$ cat config.mk
export PLATFORM = sky130hd
export DESIGN_NAME = gdc_ctrl
export DESIGN_NICKNAME = d
export VERILOG_FILES = /design/src/design/gdc_pkg.sv /design/src/design/gdc_mon_if.sv /design/src/design/gdc_ctrl.sv /design/src/design/gdc_status_mon.sv
export SDC_FILE = /design/constraint.sdc
export NUM_CORES = 1
export LEC_CHECK = 0
export ABC_AREA = 0
export BUFFER_PORTS_ARGS = -buffer_cell sky130_fd_sc_hd__buf_4
export CORE_MARGIN = 3
export CORE_UTILIZATION = 50
export DETAILED_ROUTE_END_ITERATION = 10
export GPL_TIMING_DRIVEN = 0
export MAX_ROUTING_LAYER = met4
export PLACE_DENSITY = 0.75
export REMOVE_ABC_BUFFERS = 1
export SLEW_MARGIN = 25
export SYNTH_ARGS = -nofsm -noshare
export SYNTH_HDL_FRONTEND = slang
export SYNTH_SLANG_ARGS = --single-unit
$ cat constraint.sdc
create_clock -name I_REF_CLK -period 2.9 [get_ports I_REF_CLK]
set_input_delay 0.145 -clock I_REF_CLK [delete_from_list [all_inputs] [get_ports I_REF_CLK]]
set_output_delay 0.145 -clock I_REF_CLK [all_outputs]
set_load 0.01 [all_outputs]
$ cat src/design/gdc_pkg.sv
// shared constants for the gate driver controller
package gdc_pkg;
    // register byte offsets on the bus
    localparam logic [7:0] OFS_CTRL = 8'h00;
    localparam logic [7:0] OFS_ACK_WIN = 8'h04;
    localparam logic [7:0] OFS_FAULT_LEN = 8'h08;
    localparam logic [7:0] OFS_STATUS = 8'h0C;
    localparam logic [7:0] OFS_MASK = 8'h10;
    localparam logic [7:0] OFS_STATE = 8'h14;
    // control fields
    localparam int CTRL_ON = 0;
    localparam int CTRL_POL = 1;
    localparam int CTRL_SERIES = 2;
    localparam int CTRL_ACKEN = 3;
    localparam int CTRL_W = 4;
    // sticky event fields, same layout in mask
    localparam int EV_FAULT = 0;
    localparam int EV_MISSING = 1;
    localparam int EV_SPURIOUS = 2;
    localparam int EV_W = 3;
    // live state fields
    localparam int ST_LINK = 0;
    localparam int ST_DRIVE = 1;
    localparam int ST_FORCED = 2;
    // timing: clock period and documented times
    localparam int CLK_PERIOD_PS = 5000;
    localparam int ACK_WAIT_NS = 2000;
    localparam int FAULT_MIN_NS = 2000;
    // least times round up to whole cycles
    localparam int ACK_WAIT_CYC = (ACK_WAIT_NS * 1000 + CLK_PERIOD_PS - 1) / CLK_PERIOD_PS;
    localparam int FAULT_MIN_CYC = (FAULT_MIN_NS * 1000 + CLK_PERIOD_PS - 1) / CLK_PERIOD_PS;
    localparam int CNT_W = 16;
    // reset values
    localparam logic [CTRL_W-1:0] CTRL_RST = 4'h8;
    localparam logic [EV_W-1:0] MASK_RST = 3'h0;
    // transfer type bit that marks an active transfer
    localparam int HTRANS_ACT = 1;
endpackage : gdc_pkg

$ cat src/design/gdc_mon_if.sv
// link between register/drive logic and the status monitor
`timescale 1ns/1ps
`default_nettype none
interface gdc_mon_if;
    logic cmd_edge;                     // drive pin toggled, one cycle
    logic ack_en;                       // ack checking on
    logic [gdc_pkg::CNT_W-1:0] ack_win; // cycles to wait for an ack
    logic [gdc_pkg::CNT_W-1:0] fault_len; // low cycles that mean fault
    logic ev_fault;                     // fault pulse
    logic ev_missing;                   // missing ack pulse
    logic ev_spurious;                  // unexpected ack pulse
    logic link_ok;                      // filtered status level
    modport ctrl (output cmd_edge, ack_en, ack_win, fault_len, input ev_fault, ev_missing, ev_spurious, link_ok);
    modport mon (input cmd_edge, ack_en, ack_win, fault_len, output ev_fault, ev_missing, ev_spurious, link_ok);
endinterface : gdc_mon_if
`default_nettype wire

$ cat src/design/gdc_ctrl.sv
// gate driver controller: bus registers, drive pin, event handling
`timescale 1ns/1ps
`default_nettype none
module gdc_ctrl #(
    parameter int ACK_WAIT = gdc_pkg::ACK_WAIT_CYC,   // default ack window in cycles
    parameter int FAULT_MIN = gdc_pkg::FAULT_MIN_CYC  // default fault low length
) (
    input wire logic I_REF_CLK,
    input wire logic I_RST,
    input wire logic i_CE,
    input wire logic i_HSEL,
    input wire logic [31:0] i_HADDR,
    input wire logic [1:0] i_HTRANS,
    input wire logic i_HWRITE,
    input wire logic [2:0] i_HSIZE,
    input wire logic [31:0] i_HWDATA,
    input wire logic i_HREADY,
    input wire logic i_STATUS_LINK,
    output logic [31:0] o_HRDATA,
    output logic o_HREADYOUT,
    output logic o_HRESP,
    output logic o_DRIVE_LINK,
    output logic o_IRQ
);
    gdc_mon_if mi ();

    logic [gdc_pkg::CTRL_W-1:0] ctrl_q, ctrl_d;     // software control bits
    logic [gdc_pkg::CNT_W-1:0] win_q, win_d;        // ack window
    logic [gdc_pkg::CNT_W-1:0] flen_q, flen_d;      // fault length
    logic [gdc_pkg::EV_W-1:0] stat_q, stat_d;       // sticky events
    logic [gdc_pkg::EV_W-1:0] mask_q, mask_d;       // interrupt mask
    logic forced_q, forced_d;                        // drive held off
    logic drive_q, drive_d;                          // drive pin level
    logic edge_q, edge_d;                            // drive pin toggled
    logic irq_q, irq_d;
    logic [31:0] rdata_q, rdata_d;
    logic wr_q, wr_d;                                // write data phase pending
    logic [7:0] wadr_q, wadr_d;                      // latched write offset
    logic addr_ok, cmd_on;
    logic [gdc_pkg::EV_W-1:0] ev_set, rd_clr;

    // status monitor, one per driver channel
    gdc_status_mon u_mon (
        .i_clk(I_REF_CLK),
        .i_rst(I_RST),
        .i_ce(i_CE),
        .i_status(i_STATUS_LINK),
        .m(mi.mon)
    );

    assign mi.cmd_edge = edge_q;
    assign mi.ack_en = ctrl_q[gdc_pkg::CTRL_ACKEN];
    assign mi.ack_win = win_q;
    assign mi.fault_len = flen_q;

    // next values of every register
    always_comb begin
        ctrl_d = ctrl_q;
        win_d = win_q;
        flen_d = flen_q;
        mask_d = mask_q;
        forced_d = forced_q;
        rdata_d = 32'h0000_0000;
        rd_clr = '0;
        ev_set = '0;
        ev_set[gdc_pkg::EV_FAULT] = mi.ev_fault;
        ev_set[gdc_pkg::EV_MISSING] = mi.ev_missing;
        ev_set[gdc_pkg::EV_SPURIOUS] = mi.ev_spurious;
        // address phase taken when selected and active
        addr_ok = i_HSEL && i_HREADY && i_HTRANS[gdc_pkg::HTRANS_ACT];
        wr_d = addr_ok && i_HWRITE;
        wadr_d = addr_ok ? i_HADDR[7:0] : wadr_q;
        // reads are answered from a register in the data phase
        if (addr_ok && !i_HWRITE) begin
            case (i_HADDR[7:0])
                gdc_pkg::OFS_CTRL: rdata_d[gdc_pkg::CTRL_W-1:0] = ctrl_q;
                gdc_pkg::OFS_ACK_WIN: rdata_d[gdc_pkg::CNT_W-1:0] = win_q;
                gdc_pkg::OFS_FAULT_LEN: rdata_d[gdc_pkg::CNT_W-1:0] = flen_q;
                gdc_pkg::OFS_STATUS: begin
                    rdata_d[gdc_pkg::EV_W-1:0] = stat_q;
                    rd_clr = stat_q; // read clears what it returned
                end
                gdc_pkg::OFS_MASK: rdata_d[gdc_pkg::EV_W-1:0] = mask_q;
                gdc_pkg::OFS_STATE: begin
                    rdata_d[gdc_pkg::ST_LINK] = mi.link_ok;
                    rdata_d[gdc_pkg::ST_DRIVE] = drive_q;
                    rdata_d[gdc_pkg::ST_FORCED] = forced_q;
                end
                default: rdata_d = 32'h0000_0000; // unmapped reads zero
            endcase
        end
        // write data lands in the data phase
        if (wr_q) begin
            case (wadr_q)
                gdc_pkg::OFS_CTRL: begin
                    ctrl_d = i_HWDATA[gdc_pkg::CTRL_W-1:0];
                    // writing off acknowledges a forced shutdown
                    if (!i_HWDATA[gdc_pkg::CTRL_ON]) begin
                        forced_d = 1'b0;
                    end
                end
                gdc_pkg::OFS_ACK_WIN: win_d = i_HWDATA[gdc_pkg::CNT_W-1:0];
                gdc_pkg::OFS_FAULT_LEN: flen_d = i_HWDATA[gdc_pkg::CNT_W-1:0];
                gdc_pkg::OFS_MASK: mask_d = i_HWDATA[gdc_pkg::EV_W-1:0];
                default: ; // others ignore writes
            endcase
        end
        // series strings: fault makes the controller switch off, set wins
        if (mi.ev_fault && ctrl_q[gdc_pkg::CTRL_SERIES]) begin
            forced_d = 1'b1;
        end
        // new event beats a read clear in the same cycle
        stat_d = (stat_q & ~rd_clr) | ev_set;
        irq_d = |(stat_d & mask_d);
        cmd_on = ctrl_d[gdc_pkg::CTRL_ON] && !forced_d;
        // pin encoding: low means on unless the polarity bit is set
        drive_d = ctrl_d[gdc_pkg::CTRL_POL] ? cmd_on : !cmd_on;
        edge_d = drive_d != drive_q;
    end

    // register stage, frozen while clock enable is low
    always_ff @(posedge I_REF_CLK or posedge I_RST) begin
        if (I_RST) begin
            ctrl_q <= gdc_pkg::CTRL_RST;
            win_q <= gdc_pkg::CNT_W'(ACK_WAIT);
            flen_q <= gdc_pkg::CNT_W'(FAULT_MIN);
            stat_q <= '0;
            mask_q <= gdc_pkg::MASK_RST;
            forced_q <= 1'b0;
            drive_q <= 1'b1;
            edge_q <= 1'b0;
            irq_q <= 1'b0;
            rdata_q <= 32'h0000_0000;
            wr_q <= 1'b0;
            wadr_q <= 8'h00;
        end else if (i_CE) begin
            ctrl_q <= ctrl_d;
            win_q <= win_d;
            flen_q <= flen_d;
            stat_q <= stat_d;
            mask_q <= mask_d;
            forced_q <= forced_d;
            drive_q <= drive_d;
            edge_q <= edge_d;
            irq_q <= irq_d;
            rdata_q <= rdata_d;
            wr_q <= wr_d;
            wadr_q <= wadr_d;
        end
    end

    // zero wait state, always OKAY
    assign o_HRDATA = rdata_q;
    assign o_HREADYOUT = 1'b1;
    assign o_HRESP = 1'b0;
    assign o_DRIVE_LINK = drive_q;
    assign o_IRQ = irq_q;

    // pin level matches the commanded state and polarity
    property p_pol;
        @(posedge I_REF_CLK) disable iff (I_RST)
        drive_q == (ctrl_q[gdc_pkg::CTRL_POL] ? (ctrl_q[gdc_pkg::CTRL_ON] && !forced_q)
                                              : !(ctrl_q[gdc_pkg::CTRL_ON] && !forced_q));
    endproperty
    a_pol: assert property (p_pol) else $error("drive pin polarity wrong");
    // series fault forces the drive off within one cycle; off level is the inverse of polarity
    property p_series_off;
        @(posedge I_REF_CLK) disable iff (I_RST)
        (i_CE && mi.ev_fault && ctrl_q[gdc_pkg::CTRL_SERIES]) |=> forced_q && (drive_q == !ctrl_q[gdc_pkg::CTRL_POL]);
    endproperty
    a_series_off: assert property (p_series_off) else $error("series fault did not force off");
    // event sets status even while a read clears it
    property p_sticky;
        @(posedge I_REF_CLK) disable iff (I_RST)
        (i_CE && mi.ev_missing) |=> stat_q[gdc_pkg::EV_MISSING];
    endproperty
    a_sticky: assert property (p_sticky) else $error("missing-ack event lost");
    // noisy receiver event reaches status
    property p_spur_stat;
        @(posedge I_REF_CLK) disable iff (I_RST)
        (i_CE && mi.ev_spurious) |=> stat_q[gdc_pkg::EV_SPURIOUS];
    endproperty
    a_spur_stat: assert property (p_spur_stat) else $error("spurious event lost");
    // interrupt changes with unmasked status in the same cycle
    property p_irq;
        @(posedge I_REF_CLK) disable iff (I_RST)
        i_CE |=> o_IRQ == |($past(stat_d) & $past(mask_d));
    endproperty
    a_irq: assert property (p_irq) else $error("interrupt level wrong");
    // each drive toggle announces an edge to the monitor
    property p_edge;
        @(posedge I_REF_CLK) disable iff (I_RST)
        (i_CE && drive_d != drive_q) |=> edge_q ##0 $changed(drive_q);
    endproperty
    a_edge: assert property (p_edge) else $error("drive edge not announced");
    c_forced: cover property (@(posedge I_REF_CLK) disable iff (I_RST) $rose(forced_q));
    c_irq: cover property (@(posedge I_REF_CLK) disable iff (I_RST) $rose(o_IRQ));
endmodule : gdc_ctrl
`default_nettype wire

$ cat src/design/gdc_status_mon.sv
// status fibre monitor: filter, ack window, pulse classification
`timescale 1ns/1ps
`default_nettype none
module gdc_status_mon (
    input wire logic i_clk,
    input wire logic i_rst,
    input wire logic i_ce,
    input wire logic i_status,
    gdc_mon_if.mon m
);
    logic [2:0] sync_q, sync_d;          // three stage synchroniser
    logic lvl_q, lvl_d;                  // accepted level
    logic [gdc_pkg::CNT_W-1:0] win_q, win_d;  // ack window countdown
    logic [gdc_pkg::CNT_W-1:0] low_q, low_d;  // length of current low
    logic exp_q, exp_d;                  // current low was expected
    logic flt_q, flt_d;                  // fault already flagged this low
    logic ev_f_q, ev_f_d, ev_m_q, ev_m_d, ev_s_q, ev_s_d;
    logic fall, rise;

    // next-state computation
    always_comb begin
        sync_d = {sync_q[1:0], i_status};
        // change accepted only once stages two and three agree
        lvl_d = (sync_q[2] == sync_q[1]) ? sync_q[2] : lvl_q;
        fall = lvl_q & ~lvl_d;
        rise = ~lvl_q & lvl_d;
        win_d = win_q;
        low_d = low_q;
        exp_d = exp_q;
        flt_d = flt_q;
        ev_f_d = 1'b0;
        ev_m_d = 1'b0;
        ev_s_d = 1'b0;
        // each commanded edge opens a fresh window
        if (m.cmd_edge) begin
            win_d = m.ack_win;
        end else if (win_q != '0) begin
            win_d = win_q - 1'b1;
            // an ack landing in the last window cycle still counts as answered
            if (win_q == 1 && m.ack_en && !fall) begin
                ev_m_d = 1'b1;
            end
        end
        if (fall) begin
            // an ack during an open window closes it
            exp_d = (win_q != '0) | m.cmd_edge;
            win_d = '0;
            low_d = '0;
            flt_d = 1'b0;
        end else if (!lvl_q) begin
            // saturate so very long lows stay a fault
            if (low_q != '1) begin
                low_d = low_q + 1'b1;
            end
            if (low_q == m.fault_len && !flt_q) begin
                ev_f_d = 1'b1;
                flt_d = 1'b1;
            end
        end
        // short low with no edge before it: noisy receiver
        if (rise && !flt_q && !exp_q && m.ack_en) begin
            ev_s_d = 1'b1;
        end
    end

    // state registers, frozen while clock enable is low
    always_ff @(posedge i_clk or posedge i_rst) begin
        if (i_rst) begin
            sync_q <= 3'h0;
            lvl_q <= 1'b0;
            win_q <= '0;
            low_q <= '0;
            exp_q <= 1'b0;
            flt_q <= 1'b1;
            ev_f_q <= 1'b0;
            ev_m_q <= 1'b0;
            ev_s_q <= 1'b0;
        end else if (i_ce) begin
            sync_q <= sync_d;
            lvl_q <= lvl_d;
            win_q <= win_d;
            low_q <= low_d;
            exp_q <= exp_d;
            flt_q <= flt_d;
            ev_f_q <= ev_f_d;
            ev_m_q <= ev_m_d;
            ev_s_q <= ev_s_d;
        end
    end

    assign m.ev_fault = ev_f_q;
    assign m.ev_missing = ev_m_q;
    assign m.ev_spurious = ev_s_q;
    assign m.link_ok = lvl_q;

    // a window that runs out unanswered reports a missing ack
    property p_missing;
        @(posedge i_clk) disable iff (i_rst)
        (i_ce && win_q == 1 && !m.cmd_edge && !fall && m.ack_en) |=> ev_m_q;
    endproperty
    a_missing: assert property (p_missing) else $error("missing ack not flagged");
    // a spurious flag only follows a rising status level
    property p_spur;
        @(posedge i_clk) disable iff (i_rst)
        $rose(ev_s_q) |-> lvl_q && !$past(lvl_q, 2);
    endproperty
    a_spur: assert property (p_spur) else $error("spurious ack without pulse end");
    c_missing: cover property (@(posedge i_clk) disable iff (i_rst) ev_m_q);
    c_fault: cover property (@(posedge i_clk) disable iff (i_rst) ev_f_q);
endmodule : gdc_status_mon
`default_nettype wire

==> impl_metrics.yaml, run 1 <==
status:
  status: "finished clean"
worst_setup_path:
  cp_data_arrival_time_ps: 2680
  critical_path_class: "flip-flop to flip-flop"
  worstSetupStartpointType: "flip-flop"
  cp_slowest_stage_delay_ps: 490
  critPathRequiredTime_ps: 3110
  cp-end-kind: "flip-flop"
  crit_chain: "inv_1, ha_1, nor3b_2, nand4_1, or4_1, a31oi_1, o31ai_1"
  crit_fanout: 8
  cpMaxStageDelayCell: "or4_1"
final_layout:
  area.growth.synth_to_final_pct: 12.54
  diodes: 0
  design_area_mm2: 0.006601
  seqCellArea_mm2: 0.002815
  fin_util_pct: 59.33
  layout-drive-gt1-share_pct: 24.32
  fin_cells: 732
  final.fill_count: 927
  multiInputGateArea_mm2: 0.002823
  final_nets: 666
sta:
  setup_viol: 0
  fin_skew_ps: 7.707
  max_slew_margin_pct: 38.62
  finalCritPeriodShare_pct: 85.26
  maxSlewViolCount: 0
  final_hold_viol_count: 0
  fin_crit_ps: 2473
  fmax_ghz: 0.4044
  rsz0062_at_grt: "false"
  worst_slew_pin_slew_ps: 918.7
synthesis:
  ys_seq_area_share_pct: 47.97
  synth_top_family_by_area: "compound AO/OA/AOI/OAI gates"
  ys_types: 60
  synth_top_area_share_pct: 43.94
  synth-simple-area-share_pct: 14.89
  synth_flop_cell: "dfrtp_1"
  synth_area_leaders: "dfrtp_1 44%, mux2_2 9.6%, dfstp_2 4.0%"
  async_reset_ff_share_pct: 100.0
  synth-compound-area-share_pct: 15.27
  synth_edf_count: 0
  synth-xor-area-share_pct: 5.077
  synth.mux.area_fraction_pct: 10.79
  synth.avg_cell_area_um2: 10.57
  yosysWarningCount: 0
  synth_top_cell_by_area: "dfrtp_1"
  netlist_instances: 555
  synth_fa_ha_area_share_pct: 0.6399
  syn_area_mm2: 0.005866
  synth_seq_cells: 112
detailed_routing:
  drtAntennaViolNets: 0
  wl_per_cell_um: 18.95
  drc_errors: 0
  dr.pass1.iters: 5
  routed_wl_um: 13870
  drt_iter0_drc: 389
  via_per_inst: 6.156
  routed-via-count: 4506
min_path:
  hp-class: "input pin to flip-flop"
placement:
  dp_hpwl_um: 9766
  gpl.final_weighted_congestion: 0.8991
  placedCellCount: 715
  dpl-instance-area_mm2: 0.006252
  portBuffers: 49
clock_tree:
  cts.sinks: 112
  clockRootBuffer: "clkbuf_16"
  cts_htree_levels: 3
  tritoncts: "built"
  cts_buffers: 9
  insertion_delay_ps: 360
  clockBufferDepth: 2
  path_clk_slew_ps: 70
power:
  ir_worst_vdd_mv: 0.4838
  p_leak_nw: 2.877
  power_mw: 4.502
  p_per_area_mw_per_mm2: 682.0
floorplan:
  core_mm2: 0.01113
  dieArea_mm2: 0.01307
  ioPinCount: 112
  rows: 38
  die_w_um: 114.3
  start_util_pct: 52.72
  dieHeight_um: 114.3
flow_run:
  maxCapViolCount: 0
global_route:
  antenna_found_initial: 0
  grt_max_degree: 79
  grt_pass1_wl_um: 23030
  overflow: 0
  track_usage_pct: 23.10
  grt_pass1_vias: 4429
-- cell type report --
class,count,share of cell area (%)
clock buffers,9,3.412
inverters,11,0.7013
flip-flops and latches,112,42.65
well taps,140,2.654
multi-input cells,400,42.76
repair buffers,53,6.293
clock inverters,7,1.535
-- metal layers --
metal	vias up	part of all wire, %	wire, um	track usage, %
met2	118	49	6790	35.60
met4	0	1.2	164	6.413
met5	-	0	0	-
li1	2086	-	-	-
met1	2287	45	6179	31.15
met3	15	5.3	738	4.968
-- cells in the final DEF, fill, tap and decap left out, types with 4 or more instances in the layout --
cell type / netlist / final
inv_1: 11 / 9
o211ai_1: 4 / 4
dfrtp_1: 103 / 102
dfstp_2: 9 / 9
nand3_1: 14 / 14
a21oi_1: 15 / 15
clkbuf_16: 0 / 9
o21ai_0: 30 / 29
nand2_1: 43 / 43
buf_4: 19 / 49
xnor2_1: 22 / 22
nand4b_1: 4 / 4
nor2_1: 24 / 23
nor3_1: 17 / 16
a22oi_1: 13 / 13
nand4_1: 17 / 17
xor2_1: 12 / 12
or4_1: 4 / 4
mux2_2: 50 / 50
a22o_1: 14 / 14
nor4_1: 8 / 7
o2bb2ai_1: 17 / 17
o31ai_1: 9 / 9
mux2i_1: 7 / 7
conb_1: 2 / 18
-- metrics by stage --
step           worst slack (ps)  hold WS (ps)  TNS [ps]
5_1_grt                   219.4         4.651         0
3_5_place_dp              152.4         156.5         0
4_1_cts                   114.4         6.828         0
3_3_place_gp              -1409         383.3   -153300
2_1_floorplan            -189.1         252.2    -19480
6_report                  427.4         18.34         0
-- path summary, 6_finish.rpt --
path	start	endpoint	slack (ps)	depth (start not counted)
setup / recovery	u_mon.win_q[0]	u_mon.win_q[3]	430	7
setup reg to reg	u_mon.win_q[0]	u_mon.win_q[3]	430	7
hold / removal	i_STATUS_LINK	u_mon.sync_q[0]	20	2
max in group asynchronous	I_RST	mi.ack_win[8]	1850	4
hold reg to reg	u_mon.flt_q	u_mon.flt_q	470	2
min in group asynchronous	I_RST	stat_q[0]	330	3
-- what timing repair did --
| action | in CTS | in global routing |
|---|---|---|
| setup endpoints to repair | 0 | 1 |
| endpoints found under the hold margin | 34 | 0 |
| hold buffers | 1 | 0 |
| buffers inserted | 0 | 0 |
| resized for setup | 0 | 1 |
-- cell usage after synthesis, types with 13 or more instances --
cell type and n:
nand4_1 17, o21ai_0 30, o2bb2ai_1 17, a22oi_1 13
xnor2_1 22, mux2_2 50, nand3_1 14, nor3_1 17
nand2_1 43, a22o_1 14, dfrtp_1 103, clkbuf_1 22
buf_4 19, nor2_1 24, a21oi_1 15
-- registers in the layout, summed over array words and instances (netlist names) --
register             count
wr_q                     1
u_mon.flt_q              1
u_mon.m.ev_missing       1
o_DRIVE_LINK             1
u_mon.m.ev_fault         1
forced_q                 1
stat_q                   3
u_mon.win_q             16
u_mon.m.ev_spurious      1
u_mon.m.link_ok          1
u_mon.exp_q              1
o_HRDATA                16
edge_q                   1
u_mon.low_q             16
mi.ack_win              16
flen_q                  16
ctrl_q                   4
wadr_q                   8
u_mon.sync_q             3
o_IRQ                    1
mask_q                   3
-- worst max-delay path, delay by kind of cell, from the launching register on --
kind,cells,cell delay [ps]
compound gates,2,290
simple gates,3,1290
buf+inv,1,90
flops,1,460
fa+ha+maj,1,200
-- report_power, final --
part	switching, mW	total (mW)	internal, mW
logic	0.572	1.03	0.460
clock network	0.600	1.36	0.765
registers	0.322	2.11	1.78
-- cells by family after synthesis --
family	Yosys count
XOR/XNOR	34
flip-flops	112
other	2
buffers and inverters	59
multiplexers	57
AO/OA/AOI/OAI	125
adder cells (fa/ha/maj)	3
AND/OR/NAND/NOR	163
No activity file was read; power rests on OpenSTA's default activity.
==> run 2: changes to the inputs <==
--- a/config.mk
+++ b/config.mk
@@ -13,6 +13,7 @@
 export GPL_TIMING_DRIVEN = 0
 export MAX_ROUTING_LAYER = met4
 export PLACE_DENSITY = 0.75
+export RECOVER_POWER = 25
 export REMOVE_ABC_BUFFERS = 1
 export SLEW_MARGIN = 25
 export SYNTH_ARGS = -nofsm -noshare
==> run 2 against run 1 <==
The run now ends with max-capacitance violations, max-slew violations left. Wire length up 0.58%. Flip-flop and latch count stayed put. Critical path depth unchanged. First-iteration DRC count shrank 9.3%. Critical endpoint unchanged. Largest cell class unchanged.
==> impl_metrics.yaml, run 2 (synthesis gave the netlist of run 1 again) <==
status:
  status: "finished, violations left"
  failed_checks: "max-capacitance violations, max-slew violations"
sta:
  fin_hold_ws_ps: 17.19
  fmax_ghz: 0.4024
  max_slew_margin_pct: -11.39
  rsz0062_at_grt: "false"
  fin_skew_ps: 6.395
  finalCritPeriodShare_pct: 85.70
  worst_slew_pin_slew_ps: 1662
  fin_crit_ps: 2485
  setup_viol: 0
  fin_ws_ps: 414.7
  maxSlewViolCount: 35
  final_hold_viol_count: 0
final_layout:
  seqCellArea_mm2: 0.002815
  final_cell_mix: "102 x dfrtp_1, 50 x mux2_2, 43 x nand2_1, 31 x buf_4, 29 x o21ai_0"
  design_area_mm2: 0.006534
  diodes: 0
  multiInputGateArea_mm2: 0.002823
  fin_util_pct: 58.73
  final_nets: 666
  final_common_cell: "dfrtp_1"
  fin_cells: 732
  final.fill_count: 942
  area.growth.synth_to_final_pct: 11.39
  layout-drive-gt1-share_pct: 21.28
detailed_routing:
  routed_wl_um: 13950
  routed-via-count: 4515
  via_per_inst: 6.168
  drt_iter0_drc: 353
  drtAntennaViolNets: 0
  dr.pass1.iters: 5
  drc_errors: 0
  wl_per_cell_um: 19.06
global_route:
  grt_max_degree: 79
  met3_usage_pct: 4.968
  grt_pass1_wl_um: 23030
  gr-usage-met2_pct: 35.60
  busiest_layer: "met2"
  overflow: 0
  grt_pass1_vias: 4429
  track_usage_pct: 23.10
  grtUsageMet1_pct: 31.15
  antenna_found_initial: 0
min_path:
  hold_path.startpoint: "i_STATUS_LINK"
  hold_depth: 2
  hp-class: "input pin to flip-flop"
  holdPathEnd: "u_mon.sync_q[0]"
worst_setup_path:
  rrSetupSlack_ps: 410
  critPathRequiredTime_ps: 3170
  cp_data_arrival_time_ps: 2750
  timing.rr.start: "u_mon.win_q[0]"
  cp-end-kind: "flip-flop"
  r2r_cells: 7
  crit_fanout: 12
  critical_path_class: "flip-flop to flip-flop"
  worstSetupStartpointType: "flip-flop"
  worstReg2RegEnd: "u_mon.win_q[3]"
placement:
  placedCellCount: 715
  dp_hpwl_um: 9766
  portBuffers: 49
  gpl.final_weighted_congestion: 0.8991
  post-place-ws_ps: 152.4
  dpl-instance-area_mm2: 0.006252
clock_tree:
  clockBufferDepth: 2
  cts.sinks: 112
  tritoncts: "built"
  insertion_delay_ps: 360
  clockRootBuffer: "clkbuf_16"
  cts_htree_levels: 3
  cts_buffers: 9
  path_clk_slew_ps: 70
power:
  ir_worst_vdd_mv: 0.4876
  p_per_area_mw_per_mm2: 689.3
  p_leak_nw: 2.801
floorplan:
  dieHeight_um: 114.3
  die_w_um: 114.3
  start_util_pct: 52.72
  core_mm2: 0.01113
  ioPinCount: 112
  rows: 38
  dieArea_mm2: 0.01307
flow_run:
  maxCapViolCount: 1
==> run 2: changes by cell type in the layout (fill, tap and decap cells not counted), sizes merged <==
cell	change
buf	-18
clkbuf	+18
clkinvlp	+1
inv	-1
==> run 2: routing by layer <==
layer | share of wire, % | vias up
li1 | - | 2087
met1 | 44 | 2273
met2 | 49 | 140
met3 | 6.2 | 15
met4 | 1.2 | 0
met5 | 0 | -
==> run 2: layout make-up <==
class                           count  area share [%]
Sequential cell                   112           43.09
Multi-Input combinational cell    400           43.20
Inverter                           11          0.6511
Clock inverter                      7           1.551
Timing Repair Buffer               53           5.381
Clock buffer                        9           3.447
Tap cell                          140           2.681
==> run 2: critical path: stages (launching register included) <==
cell,delay (ps)
dfrtp_1,460
inv_1,90
ha_1,200
nor3b_2,450
nand4_1,360
o21ai_2,570
o21ai_0,180
o31ai_1,90
==> run 2: worst max-delay path by stage <==
stage / startpoint / endpoint
after floorplan: I_RST / ctrl_q[0]
after global placement: I_RST / o_HRDATA[10]
after detailed placement: edge_q / u_mon.win_q[3]
after CTS: edge_q / u_mon.win_q[3]
after global routing: u_mon.win_q[0] / u_mon.win_q[3]
final: u_mon.win_q[0] / u_mon.win_q[3]
==> run 2: through the flow <==
step / setup TNS (ps) / power (mW)
finish: 0 / 4.504
global route: 0 / 4.764
CTS: 0 / 4.514
detailed placement: 0 / 3.147
global placement: -153300 / 3.076
floorplan: -19480 / 2.805
==> run 2: what timing repair did <==
item,in CTS,in global routing
setup buffers,0,0
hold endpoints to repair,34,0
hold buffers,1,0
endpoints found under the setup margin,0,1
gates resized for setup,0,1
==> run 2: power breakdown <==
group | internal (mW) | switching [mW]
logic | 0.458 | 0.573
clock network | 0.765 | 0.599
registers | 1.78 | 0.325
